--- config.mk ---
export PLATFORM = sky130hd
export DESIGN_NAME = drive_control_status_word_logic
export DESIGN_NICKNAME = d
export VERILOG_FILES = /design/src/status_state_encoder.v /design/src/drive_control_status_word_logic.v
export VERILOG_INCLUDE_DIRS = /design/src
export SDC_FILE = /design/constraint.sdc
export NUM_CORES = 1
export LEC_CHECK = 0
export BUFFER_PORTS_ARGS = -buffer_cell sky130_fd_sc_hd__buf_4
export CORE_ASPECT_RATIO = 2
export CORE_MARGIN = 5
export CORE_UTILIZATION = 41
export CTS_BUF_LIST = sky130_fd_sc_hd__clkbuf_8
export DETAILED_ROUTE_END_ITERATION = 8
export PLACE_DENSITY_LB_ADDON = 0.12
export SYNTH_ARGS = -nofsm -noshare
export SYNTH_HDL_FRONTEND = slang
export SYNTH_HIERARCHICAL = 1
export SYNTH_SLANG_ARGS = --single-unit
--- constraint.sdc ---
create_clock -name sys_clk -period 1.05 [get_ports sys_clk]
set_input_delay 0.21 -clock sys_clk [delete_from_list [all_inputs] [get_ports sys_clk]]
set_output_delay 0.21 -clock sys_clk [all_outputs]
set_load 0.02 [all_outputs]
--- src/drive_word_map.vh ---
// Constants for the drive control and status word logic
// Summary of operation
// - Velocity: bit4 ramp enable, bit5 unfreeze
// - Velocity: bit6 enables setpoint, else decelerate
// - Velocity: bits 8, 9, 11 ignored
// - Torque: bits 4-6, 9, 11 held zero; any set drives reserved_bits_error_r
// - Torque: bit8 set halts the axis
// - Status bits follow sources, captured on each cyclic update and held between updates
// - Status bit4 low on coast stop
// - Status bit5 low on quick stop or safety
// - Status bit9 set when control word processed
// - Bit10 follows target reached even in fault
// - Bit14 high on base block or safety
// - Bit14 source chosen by safety card presence
// - Bits 0-3, 6 encode drive state
// - Bit7 set on any warning
// - Limit flag on bit15 position, else bit11
`ifndef DRIVE_WORD_MAP_VH
`define DRIVE_WORD_MAP_VH
`define CTRL_WORD_INDEX 16'h6040
`define STAT_WORD_INDEX 16'h6041
`define CW_RAMP_EN 4
`define CW_UNFREEZE 5
`define CW_SETPOINT 6
`define CW_HALT 8
`define SW_COAST 4
`define SW_QSTOP 5
`define SW_INHIBIT 6
`define SW_WARN 7
`define SW_CTRL_REQ 9
`define SW_TARGET 10
`define SW_LIMIT_OTHER 11
`define SW_SAFETY 14
`define SW_LIMIT_POS 15
`define MODE_POSITION 2'h0
`define MODE_VELOCITY 2'h1
`define MODE_TORQUE 2'h2
`define ST_NOT_READY 3'h0
`define ST_INHIBITED 3'h1
`define ST_READY 3'h2
`define ST_SWITCHED_ON 3'h3
`define ST_OPERATION 3'h4
`define ST_STOPPING 3'h5
`define ST_FAULT_REACT 3'h6
`define ST_FAULT 3'h7
`define HALT_CODE_STD 3'h3
`define STATUS_RESET 16'h0000
`endif

--- src/status_state_encoder.v ---
// State-bit encoder for the drive status word
`timescale 1ns/10ps
`include "drive_word_map.vh"
module status_state_encoder
(
	// Drive state
	input wire [2:0] drive_state,
	// Bits 0,1,2,3,6 as {b6,b3,b2,b1,b0}
	output reg [4:0] state_bits
);
always @*
begin
	case (drive_state)
		`ST_NOT_READY: state_bits = 5'h00;
		`ST_INHIBITED: state_bits = 5'h10;
		`ST_READY: state_bits = 5'h01;
		`ST_SWITCHED_ON: state_bits = 5'h03;
		`ST_OPERATION: state_bits = 5'h07;
		`ST_STOPPING: state_bits = 5'h03;
		`ST_FAULT_REACT: state_bits = 5'h0F;
		`ST_FAULT: state_bits = 5'h18;
		default: state_bits = 5'h00;
	endcase
end
endmodule

--- src/drive_control_status_word_logic.v ---
// Control word decoder and status word composer
`timescale 1ns/10ps
`include "drive_word_map.vh"
module drive_control_status_word_logic
(
	// Clock and reset
	input wire sys_clk,
	input wire reset_n,
	// Cyclic process data
	input wire [15:0] drive_control_word,
	input wire control_word_valid,
	input wire cyclic_update,
	output reg [15:0] drive_status_word,
	// Mode and drive state
	input wire [1:0] op_mode,
	input wire [2:0] drive_state,
	input wire drive_ready,
	// Stop and safety sources
	input wire coast_stop_request,
	input wire quick_stop_request,
	input wire safety_stop_request,
	input wire hardwired_base_block,
	input wire safety_card_fitted,
	input wire [2:0] safety_state_bits,
	// Other status sources
	input wire warning_active,
	input wire target_reached,
	input wire internal_limit_active,
	input wire mode_bit8,
	input wire [1:0] mode_bits_12_13,
	input wire pos_home_valid,
	// Ramp and stop controls
	output reg ramp_enable_r,
	output reg ramp_unfreeze_r,
	output reg setpoint_enable_r,
	output reg halt_option_stop_r,
	output reg profile_decel_stop_r,
	output reg reserved_bits_error_r
);
wire [4:0] state_bits;
reg [15:0] status_nxt;
reg ramp_enable_nxt;
reg ramp_unfreeze_nxt;
reg setpoint_enable_nxt;
reg halt_stop_nxt;
reg decel_stop_nxt;
reg resv_err_nxt;
reg [15:0] cw_r;

status_state_encoder u_state
(
	.drive_state(drive_state),
	.state_bits(state_bits)
);

// Latest accepted control word
always @(posedge sys_clk or negedge reset_n)
begin
	if (!reset_n)
		cw_r <= 16'h0000;
	else if (control_word_valid)
		cw_r <= drive_control_word;
end

always @*
begin
	ramp_enable_nxt = 1'b0;
	ramp_unfreeze_nxt = 1'b0;
	setpoint_enable_nxt = 1'b0;
	halt_stop_nxt = 1'b0;
	decel_stop_nxt = 1'b0;
	resv_err_nxt = 1'b0;
	case (op_mode)
		`MODE_VELOCITY:
		begin
			// Bits 8, 9 and 11 are not looked at in this mode
			ramp_enable_nxt = cw_r[`CW_RAMP_EN];
			halt_stop_nxt = ~cw_r[`CW_RAMP_EN];
			ramp_unfreeze_nxt = cw_r[`CW_UNFREEZE];
			setpoint_enable_nxt = cw_r[`CW_SETPOINT];
			decel_stop_nxt = ~cw_r[`CW_SETPOINT];
		end
		`MODE_TORQUE:
		begin
			ramp_enable_nxt = 1'b1;
			ramp_unfreeze_nxt = 1'b1;
			setpoint_enable_nxt = ~cw_r[`CW_HALT];
			halt_stop_nxt = cw_r[`CW_HALT];
			resv_err_nxt = |{cw_r[11], cw_r[9], cw_r[6:4]};
		end
		default:
		begin
			ramp_enable_nxt = 1'b0;
		end
	endcase
end

always @*
begin
	status_nxt = 16'h0000;
	{status_nxt[6], status_nxt[3:0]} = state_bits;
	status_nxt[`SW_COAST] = ~coast_stop_request;
	status_nxt[`SW_QSTOP] = ~(quick_stop_request | safety_stop_request);
	status_nxt[`SW_WARN] = warning_active;
	status_nxt[8] = mode_bit8;
	status_nxt[`SW_CTRL_REQ] = drive_ready & control_word_valid;
	status_nxt[`SW_TARGET] = target_reached;
	status_nxt[13:12] = mode_bits_12_13;
	if (safety_card_fitted)
		status_nxt[`SW_SAFETY] = |safety_state_bits;
	else
		status_nxt[`SW_SAFETY] = hardwired_base_block;
	if (op_mode == `MODE_POSITION)
	begin
		status_nxt[`SW_LIMIT_POS] = internal_limit_active;
		status_nxt[`SW_LIMIT_OTHER] = pos_home_valid;
	end
	else
		status_nxt[`SW_LIMIT_OTHER] = internal_limit_active;
end

// Outputs are registered; status captured on every cyclic update
always @(posedge sys_clk or negedge reset_n)
begin
	if (!reset_n)
	begin
		drive_status_word <= `STATUS_RESET;
		ramp_enable_r <= 1'b0;
		ramp_unfreeze_r <= 1'b0;
		setpoint_enable_r <= 1'b0;
		halt_option_stop_r <= 1'b0;
		profile_decel_stop_r <= 1'b0;
		reserved_bits_error_r <= 1'b0;
	end
	else
	begin
		if (cyclic_update)
			drive_status_word <= status_nxt;
		ramp_enable_r <= ramp_enable_nxt;
		ramp_unfreeze_r <= ramp_unfreeze_nxt;
		setpoint_enable_r <= setpoint_enable_nxt;
		halt_option_stop_r <= halt_stop_nxt;
		profile_decel_stop_r <= decel_stop_nxt;
		reserved_bits_error_r <= resv_err_nxt;
	end
end
endmodule

---- Word-level counts from Yosys, hierarchy flattened ----
Memory sizes are Yosys's and may differ from the RTL's. A register that Yosys moved wholly into a read port is not among the register bits.
Cells that the tools add are included.
word-level totals
  flip-flop bits (word level) ............. 34
  output and inout bits ................... 22
  memories ................................ 1
  input bits .............................. 41
  logic and storage cells ................. 31
  bits in read-only memories .............. 40
memory list
  name             words  width  read ports  clocked after Yosys merged registers in  wr ports  RTL line                   source
  (no name shown)  8      5      1           1                                        0         status_state_encoder.v:13  case (drive_state)
operators by class
  reduce and logical (&&, ||, !) cells .... 4
  equality and inequality tests ........... 2
  mux-type cells .......................... 9
  bitwise gates (word level) .............. 7
operators with widths
  operator              count
  $pmux W1 S2           4
  $mux W1               5
  $not A1 Y1            5
  $reduce_or A5 Y1      1
  $reduce_or A3 Y1      1
  $eq A2 B1 Y1 const B  1
  $eq A2 B2 Y1 const B  1
  $logic_not A2 Y1      1
  $and A1 B1 Y1         1
  $logic_not A1 Y1      1
  $or A1 B1 Y1          1

---- Longest topological paths before layout ----
Gate-level depths: netlist of the first run.
  depth after elaboration ................. 2
  mapped depth ............................ 4
  depth with buffers taken out ............ 4

---- By module ----
The synthesis of the first run kept the hierarchy.
modules (own cells, without submodules)
  module                           area each (sq um)  cells an instance  times used
  drive_control_status_word_logic  1,132.3            83                 1
  status_state_encoder             48.8               8                  1

---- Worst setup path before layout of the first run ----
Ideal clock, no wire load.
  path kind ............................... register to register
  start ................................... register cw_r[5]
  end ..................................... register reserved_bits_error_r
  cell stages (with the launch flop) ...... 3
  data arrival time ....................... 1.028 ns
  data required time ...................... 0.931 ns
  path buffers ............................ 0
  setup time .............................. 0.119 ns
  slack ................................... -0.096 ns
  cells stage by stage .................... dfrtp_1 or4_1 o21a_1
between the ends
  word-level cells in the longest chain between the ends .. 2
RTL lines
  element                 RTL line                               source
  start, declared         drive_control_status_word_logic.v:48   reg [15:0] cw_r;
  start signal, assigned  drive_control_status_word_logic.v:62   cw_r <= drive_control_word;
  $reduce_or A5 Y1        drive_control_status_word_logic.v:89   resv_err_nxt = |{cw_r[11], cw_r[9], cw_r[6:4]};
  $mux W1                 drive_control_status_word_logic.v:73   case (op_mode)
  net resv_err_nxt        drive_control_status_word_logic.v:47   reg resv_err_nxt;
  end signal, assigned    drive_control_status_word_logic.v:144  reserved_bits_error_r <= resv_err_nxt;
  end, declared           drive_control_status_word_logic.v:38   output reg reserved_bits_error_r
The timed path passes the listed nets, and every way through them passes these cells.
A chain may end at the register's enable or synchronous reset.

---- Worst setup path after layout of the first run ----
Same ends and word-level chain as after synthesis.

==> flow_summary.ini, run 1 <==
[route]
drt-pass1-iter-count = 4
drt-initial-drc-count = 9
wl_per_cell_um = 14.4
drc = 0
ant_nets = 0
viasPerCell = 4.96
routed_wl_mm = 2.57
num_vias = 887

[global_route]
grt_max_degree = 29
track_usage_pct = 13.6
grt_pass1_vias = 970
overflow = 0
antenna_found_initial = 0
grt_pass1_wl_mm = 4.16

[finish]
nets = 197
layout_commonest_cell = buf_4
antenna_cells = 0
final_cell_mix = buf_4 (52), dfrtp_1 (28), mux2_2 (17), inv_1 (6), buf_6 (6)
layout-drive-gt1-share_pct = 52.7
nFillCells = 223
post-route-util_pct = 61.8
synthToLayoutAreaGrowth_pct = 44.9

[timing]
slew_headroom_pct = 76.9
hold_violations = 0
skew_ps = 0.966
period_needed_ps = 1170
fmax_ghz = 0.852
setup_viol_count_final = 1
tns_ps = -124
worst_slew_pin_slew_ps = 346
rsz0062_at_grt = true
post-route-period-util_pct = 112
drv_slew = 0
setup_slack_ps = -124

[outcome]
violations = negative setup slack
status = complete, but fails checks

[logic_synthesis]
synth_xor_area_share_pct = 0.742
synth.yosys.seq_area_share_pct = 59.3
ys_types = 22
synth-simple-area-share_pct = 9.00
yosys_warnings = 6
synthAdderAreaFrac_pct = 4.24
synth_top_family_by_area = multiplexers
yosys.area.top_type = dfrtp_1
synth_top_cells_by_area = dfrtp_1 (59%), mux2_2 (16%), ha_1 (4.2%)
syn-instance-count = 91
synth-seq-cells = 28
synth_top_area_share_pct = 59.3
synth_compound_area_share_pct = 5.61
yosys-mux-area-fraction_pct = 17.9
syn_area_um2 = 1180
syn_area_per_cell_um2 = 13.0
synth_fp_nets = 136

[clock_tree]
cts_made_buffers = 3
root_buffer = clkbuf_8
cts.sinks = 28
h-tree-depth = 1
worstSkewPairLatency_ps = 260
cts_buffer_depth = 2
cts_tree = done
clkTransAtPathRegs_ps = 90

[critical_path]
worstSetupEndpointType = flip-flop
path_cells = or4_1, o21a_1
criticalPathCategory = flip-flop to flip-flop
arrival_ps = 1330
cp-start-kind = flip-flop
cp_max_fo = 2
critPathMaxStageDelay_ps = 510
path_delay_family = simple AND/OR/NAND/NOR gates
cp_slowest_cell = or4_1
path_buf_inv = 0
cp_data_required_time_ps = 1210

[pwr]
p_leak_nw = 0.857
p_per_area_nw_per_um2 = 1370
ir_drop_mv = 0.941

[hold_path]
min_path_type = primary input to flip-flop

[placement]
io_buffer_count = 52
dp_hpwl_mm = 2.06
place.gp.congestion = 0.796

[floorplanning]
die_y_um = 85.9
floorplan.die_area_um2 = 4120
die-width_um = 48.0
rows = 27
core_um2 = 2770
io_pins = 63
initial_core_util_pct = 42.6

[job]
cap_violations = 0
==> cells in the mapped netlist <==
master	count
mux2_2	17
nand2b_1	2
and3_1	1
ha_1	4
nor4b_1	1
nor2b_1	3
buf_2	3
a21oi_1	3
a21boi_0	2
nor2_1	4
dfrtp_1	28
and2b_1	1
nand2_1	3
mux2i_1	2
o22ai_1	1
o21a_1	2
nand3_1	2
o21ai_0	3
or4_1	1
inv_1	6
and2_4	1
xnor2_1	1
==> state kept, by name, indices dropped and copies added, names as in the netlist <==
register	flops
drive_status_word	16
cw_r	6
halt_option_stop_r	1
profile_decel_stop_r	1
ramp_enable_r	1
ramp_unfreeze_r	1
reserved_bits_error_r	1
setpoint_enable_r	1
==> through the flow <==
step	std cells	hold slack [ps]	setup slack, ps	area [µm²]	power [mW]
after detailed placement	171	147	-110	1610	1.78
after floorplan	91	-85.6	-96.3	1180	1.49
after global routing	179	111	-161	1710	2.47
final	179	111	-124	1710	2.34
after global placement	171	143	-97.3	1610	1.76
after CTS	175	106	-120	1660	2.33
==> where the power goes <==
| group | internal [mW] | switching (mW) | leakage [nW] |
|---|---|---|---|
| Combinational | 0.309 | 0.251 | 0.492 |
| Clock | 0.257 | 0.297 | 0.0216 |
| Sequential | 1.18 | 0.0508 | 0.343 |
==> worst register-to-register path: cells and delay by family, from the launching register on <==
family | cells | cell delay (ps)
AND/OR/NAND/NOR | 1 | 510
flip-flops | 1 | 380
AO/OA/AOI/OAI | 1 | 180
==> cells by family (layout without fill, tap and decap cells) <==
kind of cell    Yosys count  in the layout
flops                    28             28
mux                      19             19
simple gates             19             19
compound gates           11             11
buf+inv                   9             68
fa+ha+maj                 4              4
xor+xnor                  1              1
==> worst paths after layout <==
path | endpoint | startpoint | slack, ps | cells after the start
setup / recovery | reserved_bits_error_r$_DFF_PN0_ | cw_r[5]$_DFFE_PN0P_ | -120 | 2
hold / removal | drive_status_word[4]$_DFFE_PN0P_ | coast_stop_request | 110 | 2
setup reg to reg | reserved_bits_error_r$_DFF_PN0_ | cw_r[5]$_DFFE_PN0P_ | -120 | 2
hold reg to reg | cw_r[9]$_DFFE_PN0P_ | cw_r[9]$_DFFE_PN0P_ | 510 | 1
max in group asynchronous | drive_status_word[5]$_DFFE_PN0P_ | reset_n | 400 | 2
min in group asynchronous | drive_status_word[14]$_DFFE_PN0P_ | reset_n | 390 | 2
==> cell type report <==
cell class | count | area (µm²) | area share, %
Clock buffer | 3 | 41.3 | 2.41
Inverter | 6 | 22.5 | 1.32
Multi-Input combinational cell | 54 | 443 | 25.9
Sequential cell | 28 | 701 | 40.9
Tap cell | 29 | 36.3 | 2.12
Timing Repair Buffer | 59 | 468 | 27.3
==> routing by layer <==
layer  share of wire, %  track usage (%)  up-vias
met4               0.89             4.41        0
met2                 61             26.5       32
li1                   -                -      425
met5                  0                0        -
met1                 31             12.4      428
met3                7.5             2.73        2
==> timing repair <==
action,CTS,global route
hold buffers,1,0
endpoints found under the setup margin,1,10
pin swaps,0,0
buffers inserted,0,4
resized for setup,0,6
endpoints found under the hold margin,28,0
Note: power is estimated with default switching activity, not from simulation.
==> inputs of run 2 (changes only) <==
Settings changed: TNS_END_PERCENT from default to 20.
==> flow_summary.ini, run 2 (same netlist as run 1, synthesis figures left out) <==
[timing]
rsz0062_at_grt = true
post-route-period-util_pct = 112
setup_slack_ps = -124
setup_viol_count_final = 1
fmax_ghz = 0.852
tns_ps = -124
drv_slew = 0
skew_ps = 0.551
hold_violations = 0
period_needed_ps = 1170
worst_slew_pin_slew_ps = 340
slew_headroom_pct = 77.3

[finish]
largest_register_ffs = 16
seqCellArea_um2 = 701
multi_input_area_um2 = 443
synthToLayoutAreaGrowth_pct = 44.3
postLayoutCellArea_um2 = 1700
regMostFlops = drive_status_word
largest_registers = drive_status_word: 16 flops, cw_r: 6 flops
layout-drive-gt1-share_pct = 52.0
nFillCells = 227
final_cell_mix = buf_4 (48), dfrtp_1 (28), mux2_2 (17), buf_6 (8), inv_1 (6)
nets = 195
antenna_cells = 0
layout_commonest_cell = buf_4

[critical_path]
cp_max_fo = 2
r2r_end = reserved_bits_error_r$_DFF_PN0_
path_delay_family = simple AND/OR/NAND/NOR gates
worstRegToRegCells = 2
cp-start-kind = flip-flop
r2r-start = cw_r[5]$_DFFE_PN0P_
arrival_ps = 1330
worstSetupEndpointType = flip-flop
cp_slowest_cell = or4_1
path_cells = or4_1, o21a_1
criticalPathCategory = flip-flop to flip-flop
path_buf_inv = 0
rrSetupSlack_ps = -120
critPathMaxStageDelay_ps = 510
cp_data_required_time_ps = 1210

[global_route]
grt_pass1_vias = 970
overflow = 0
track_usage_pct = 13.6
grt_max_degree = 29
antenna_found_initial = 0
grt_pass1_wl_mm = 4.16

[pwr]
p_per_area_nw_per_um2 = 1370
ir_drop_mv = 0.934
p_leak_nw = 0.850

[hold_path]
min_path_type = primary input to flip-flop
min-delay-start = coast_stop_request
hold_depth = 2
hold_end = drive_status_word[4]$_DFFE_PN0P_

[clock_tree]
clkTransAtPathRegs_ps = 80
cts.sinks = 28
cts_tree = done
worstSkewPairLatency_ps = 260
cts_made_buffers = 3
root_buffer = clkbuf_8
h-tree-depth = 1
cts_buffer_depth = 2

[placement]
dpl-instance-area_um2 = 1610
dp_hpwl_mm = 2.06
io_buffer_count = 52
place.gp.congestion = 0.796

[floorplanning]
core_um2 = 2770
rows = 27
io_pins = 63
initial_core_util_pct = 42.6
die_y_um = 85.9
floorplan.die_area_um2 = 4120
die-width_um = 48.0

[route]
viasPerCell = 4.99
route.met3.wl_um = 193
num_vias = 884
wl_per_cell_um = 14.5
top_layer_used = met4
drt-initial-drc-count = 10
routed_wl_mm = 2.57
wl_met2_mm = 1.56
drc = 0
wl_met1_um = 800
drt-pass1-iter-count = 4
ant_nets = 0

[outcome]
status = complete, but fails checks
violations = negative setup slack

[job]
cap_violations = 0
run 2: cell types whose count changed in the layout (fill, tap and decap cells not counted), sizes merged:
cell and delta:
buf -2
run 2: cell type report:
class / instances / area share, %
tap: 29 / 2.13
timing repair buffer: 57 / 27.0
inverter: 6 / 1.32
clock buffer: 3 / 2.42
sequential: 28 / 41.1
multi-input combinational: 54 / 26.0
run 2: metrics by stage:
stage / setup WS [ps] / utilization (%) / hold slack (ps) / instances / total power, mW
detailed placement: -110 / 58.0 / 147 / 171 / 1.78
global route: -161 / 61.5 / 112 / 177 / 2.47
finish: -124 / 61.5 / 112 / 177 / 2.33
global placement: -97.3 / 58.0 / 143 / 171 / 1.76
CTS: -120 / 59.9 / 106 / 175 / 2.33
floorplan: -96.3 / - / -85.6 / 91 / 1.49
run 2: worst max path at each step:
stage                   startpoint                         endpoint  slack (ps)  depth (start not counted)
6_report       cw_r[5]$_DFFE_PN0P_  reserved_bits_error_r$_DFF_PN0_        -120                          2
3_3_place_gp   cw_r[5]$_DFFE_PN0P_  reserved_bits_error_r$_DFF_PN0_        -100                          2
4_1_cts        cw_r[5]$_DFFE_PN0P_  reserved_bits_error_r$_DFF_PN0_        -120                          2
2_1_floorplan  cw_r[5]$_DFFE_PN0P_  reserved_bits_error_r$_DFF_PN0_        -100                          2
3_5_place_dp   cw_r[6]$_DFFE_PN0P_  reserved_bits_error_r$_DFF_PN0_        -110                          2
5_1_grt        cw_r[5]$_DFFE_PN0P_  reserved_bits_error_r$_DFF_PN0_        -160                          2
run 2: power by group:
part	switching [mW]	total, mW	internal [mW]	leakage [nW]
Combinational	0.249	0.554	0.305	0.485
Sequential	0.0527	1.23	1.18	0.343
Clock	0.294	0.551	0.257	0.0216
run 2: layer usage:
metal	GRT usage [%]	vias to the layer above
li1	-	422
met4	4.41	0
met2	26.5	32
met1	12.4	428
met5	0	-
met3	2.73	2
run 2: what timing repair did:
action | 4_1_cts | 5_1_grt
setup endpoints to repair | 1 | 10
pin swaps | 0 | 0
buffers inserted | 0 | 2
hold buffers | 1 | 0
gates resized for setup | 0 | 8
endpoints found under the hold margin | 28 | 0
==> inputs of run 3 (changes only) <==
Settings changed: CAP_MARGIN from default to 25, CELL_PAD_IN_SITES_DETAIL_PLACEMENT from default to 0, CELL_PAD_IN_SITES_GLOBAL_PLACEMENT from default to 1, CORE_UTILIZATION 41 to 31, RECOVER_POWER from default to 25.
==> flow_summary.ini, run 3 (same netlist as run 1, synthesis figures left out) <==
[finish]
final_cell_mix = buf_4 (38), dfrtp_1 (28), mux2_2 (17), buf_6 (16), inv_1 (6)
regMostFlops = drive_status_word
largest_registers = drive_status_word: 16 flops, cw_r: 6 flops
synthToLayoutAreaGrowth_pct = 50.6
layout_commonest_cell = buf_4
nFillCells = 371
nets = 194
antenna_cells = 0
largest_register_ffs = 16
postLayoutCellArea_um2 = 1780
layout-drive-gt1-share_pct = 52.0

[critical_path]
cp-start-kind = flip-flop
worstSetupEndpointType = flip-flop
critPathMaxStageDelay_ps = 510
path_buf_inv = 0
arrival_ps = 1340
worst-path-stages = 2
path_cells = or4_1, o21a_1
cp_data_required_time_ps = 1220
worstRegToRegCells = 2
cp_max_fo = 2
criticalPathCategory = flip-flop to flip-flop
path_delay_family = simple AND/OR/NAND/NOR gates
cp_slowest_cell = or4_1

[pwr]
p_sw_share_pct = 23.6
comb_power_share_pct = 21.4
ir_drop_mv = 0.870
p_leak_nw = 0.868
power.net_switching_uw = 618
p_per_area_nw_per_um2 = 1470
power_frac_seq_pct = 47.1
p_total_mw = 2.62
power_frac_clock_pct = 31.5
p_int_mw = 2.00

[timing]
post-route-period-util_pct = 112
period_needed_ps = 1170
setup_slack_ps = -121
skew_ps = 1.93
rsz0062_at_grt = true
drv_slew = 0
worst_slew_pin_slew_ps = 600
slew_headroom_pct = 60.0
hold_violations = 0
fmax_ghz = 0.854
setup_viol_count_final = 1

[global_route]
grt_max_degree = 29
overflow = 0
grt_pass1_vias = 917
grt_pass1_wl_mm = 4.14
track_usage_pct = 10.6
antenna_found_initial = 0

[floorplanning]
rows = 31
io_pins = 63
floorplan.die_area_um2 = 5220
initial_core_util_pct = 32.4
core_um2 = 3650
die_y_um = 97.3
die-width_um = 53.6

[clock_tree]
cts.sinks = 28
clkTransAtPathRegs_ps = 90
cts_buffer_depth = 2
h-tree-depth = 1
cts_tree = done
cts_made_buffers = 3
root_buffer = clkbuf_8
worstSkewPairLatency_ps = 270

[hold_path]
min_path_type = primary input to flip-flop
hold_depth = 2

[route]
wl_per_cell_um = 13.0
routed_wl_mm = 2.55
ant_nets = 0
viasPerCell = 4.39
drt-pass1-iter-count = 3
drt-initial-drc-count = 5
num_vias = 865
drc = 0

[job]
cap_violations = 0

[outcome]
violations = negative setup slack
status = complete, but fails checks

[placement]
io_buffer_count = 52
place.gp.congestion = 0.734
dpl-instance-area_um2 = 1630
dp_hpwl_mm = 2.08
run 3: layout make-up:
cell class	instances	area (µm²)	share of cell area, %
Multi-Input combinational cell	54	443	24.9
Inverter	6	22.5	1.27
Sequential cell	28	701	39.4
Timing Repair Buffer	56	480	27.0
Tap cell	49	61.3	3.45
Clock buffer	3	41.3	2.32
Clock inverter	1	30.0	1.69
run 3: power by group through the flow:
| stage | Combinational (mW) | Clock (mW) | Sequential [mW] |
|---|---|---|---|
| finish | 0.562 | 0.826 | 1.23 |
| global route | 0.607 | 0.915 | 1.25 |
| CTS | 0.535 | 0.859 | 1.22 |
| detailed placement | 0.530 | 0 | 1.25 |
| global placement | 0.523 | 0 | 1.24 |
| floorplan | 0.154 | 0 | 1.34 |
run 3: path summary, 6_finish.rpt:
kind | start | to | slack (ps)
min in group asynchronous | reset_n | drive_status_word[0]$_DFFE_PN0P_ | 480
max in group asynchronous | reset_n | cw_r[5]$_DFFE_PN0P_ | 180
worst min register to register | cw_r[11]$_DFFE_PN0P_ | cw_r[11]$_DFFE_PN0P_ | 520
worst max-delay path | cw_r[5]$_DFFE_PN0P_ | reserved_bits_error_r$_DFF_PN0_ | -120
worst max register to register | cw_r[5]$_DFFE_PN0P_ | reserved_bits_error_r$_DFF_PN0_ | -120
worst min-delay path | coast_stop_request | drive_status_word[4]$_DFFE_PN0P_ | 100
run 3: worst register-to-register path, stage by stage, from the launching register on:
cell and delay (ps):
dfrtp_1 390, or4_1 510, o21a_1 170
run 3: what timing repair did:
item                                    CTS  global route
cloned                                    0             0
setup buffers                             0             1
pin swaps                                 0             0
resized for setup                         0            16
hold endpoints to repair                 28             0
endpoints found under the setup margin    1            17
hold buffers                              1             0
run 3: through the flow:
step	instances	setup slack, ps	util, %	setup TNS (ps)	hold slack [ps]
finish	197	-121	48.8	-121	105
global route	197	-155	48.8	-234	96.9
CTS	196	-122	47.0	-122	98.1
detailed placement	191	-111	44.8	-111	151
global placement	191	-107	44.8	-107	147
floorplan	91	-96.3	-	-96.3	-85.6
run 3: metal layers:
metal / wire, µm / up-vias / track usage (%)
met5: 0 / - / 0
met4: 32 / 0 / 5.31
met3: 103 / 2 / 1.54
met2: 1540 / 25 / 19.4
met1: 883 / 419 / 10.9
li1: - / 419 / -
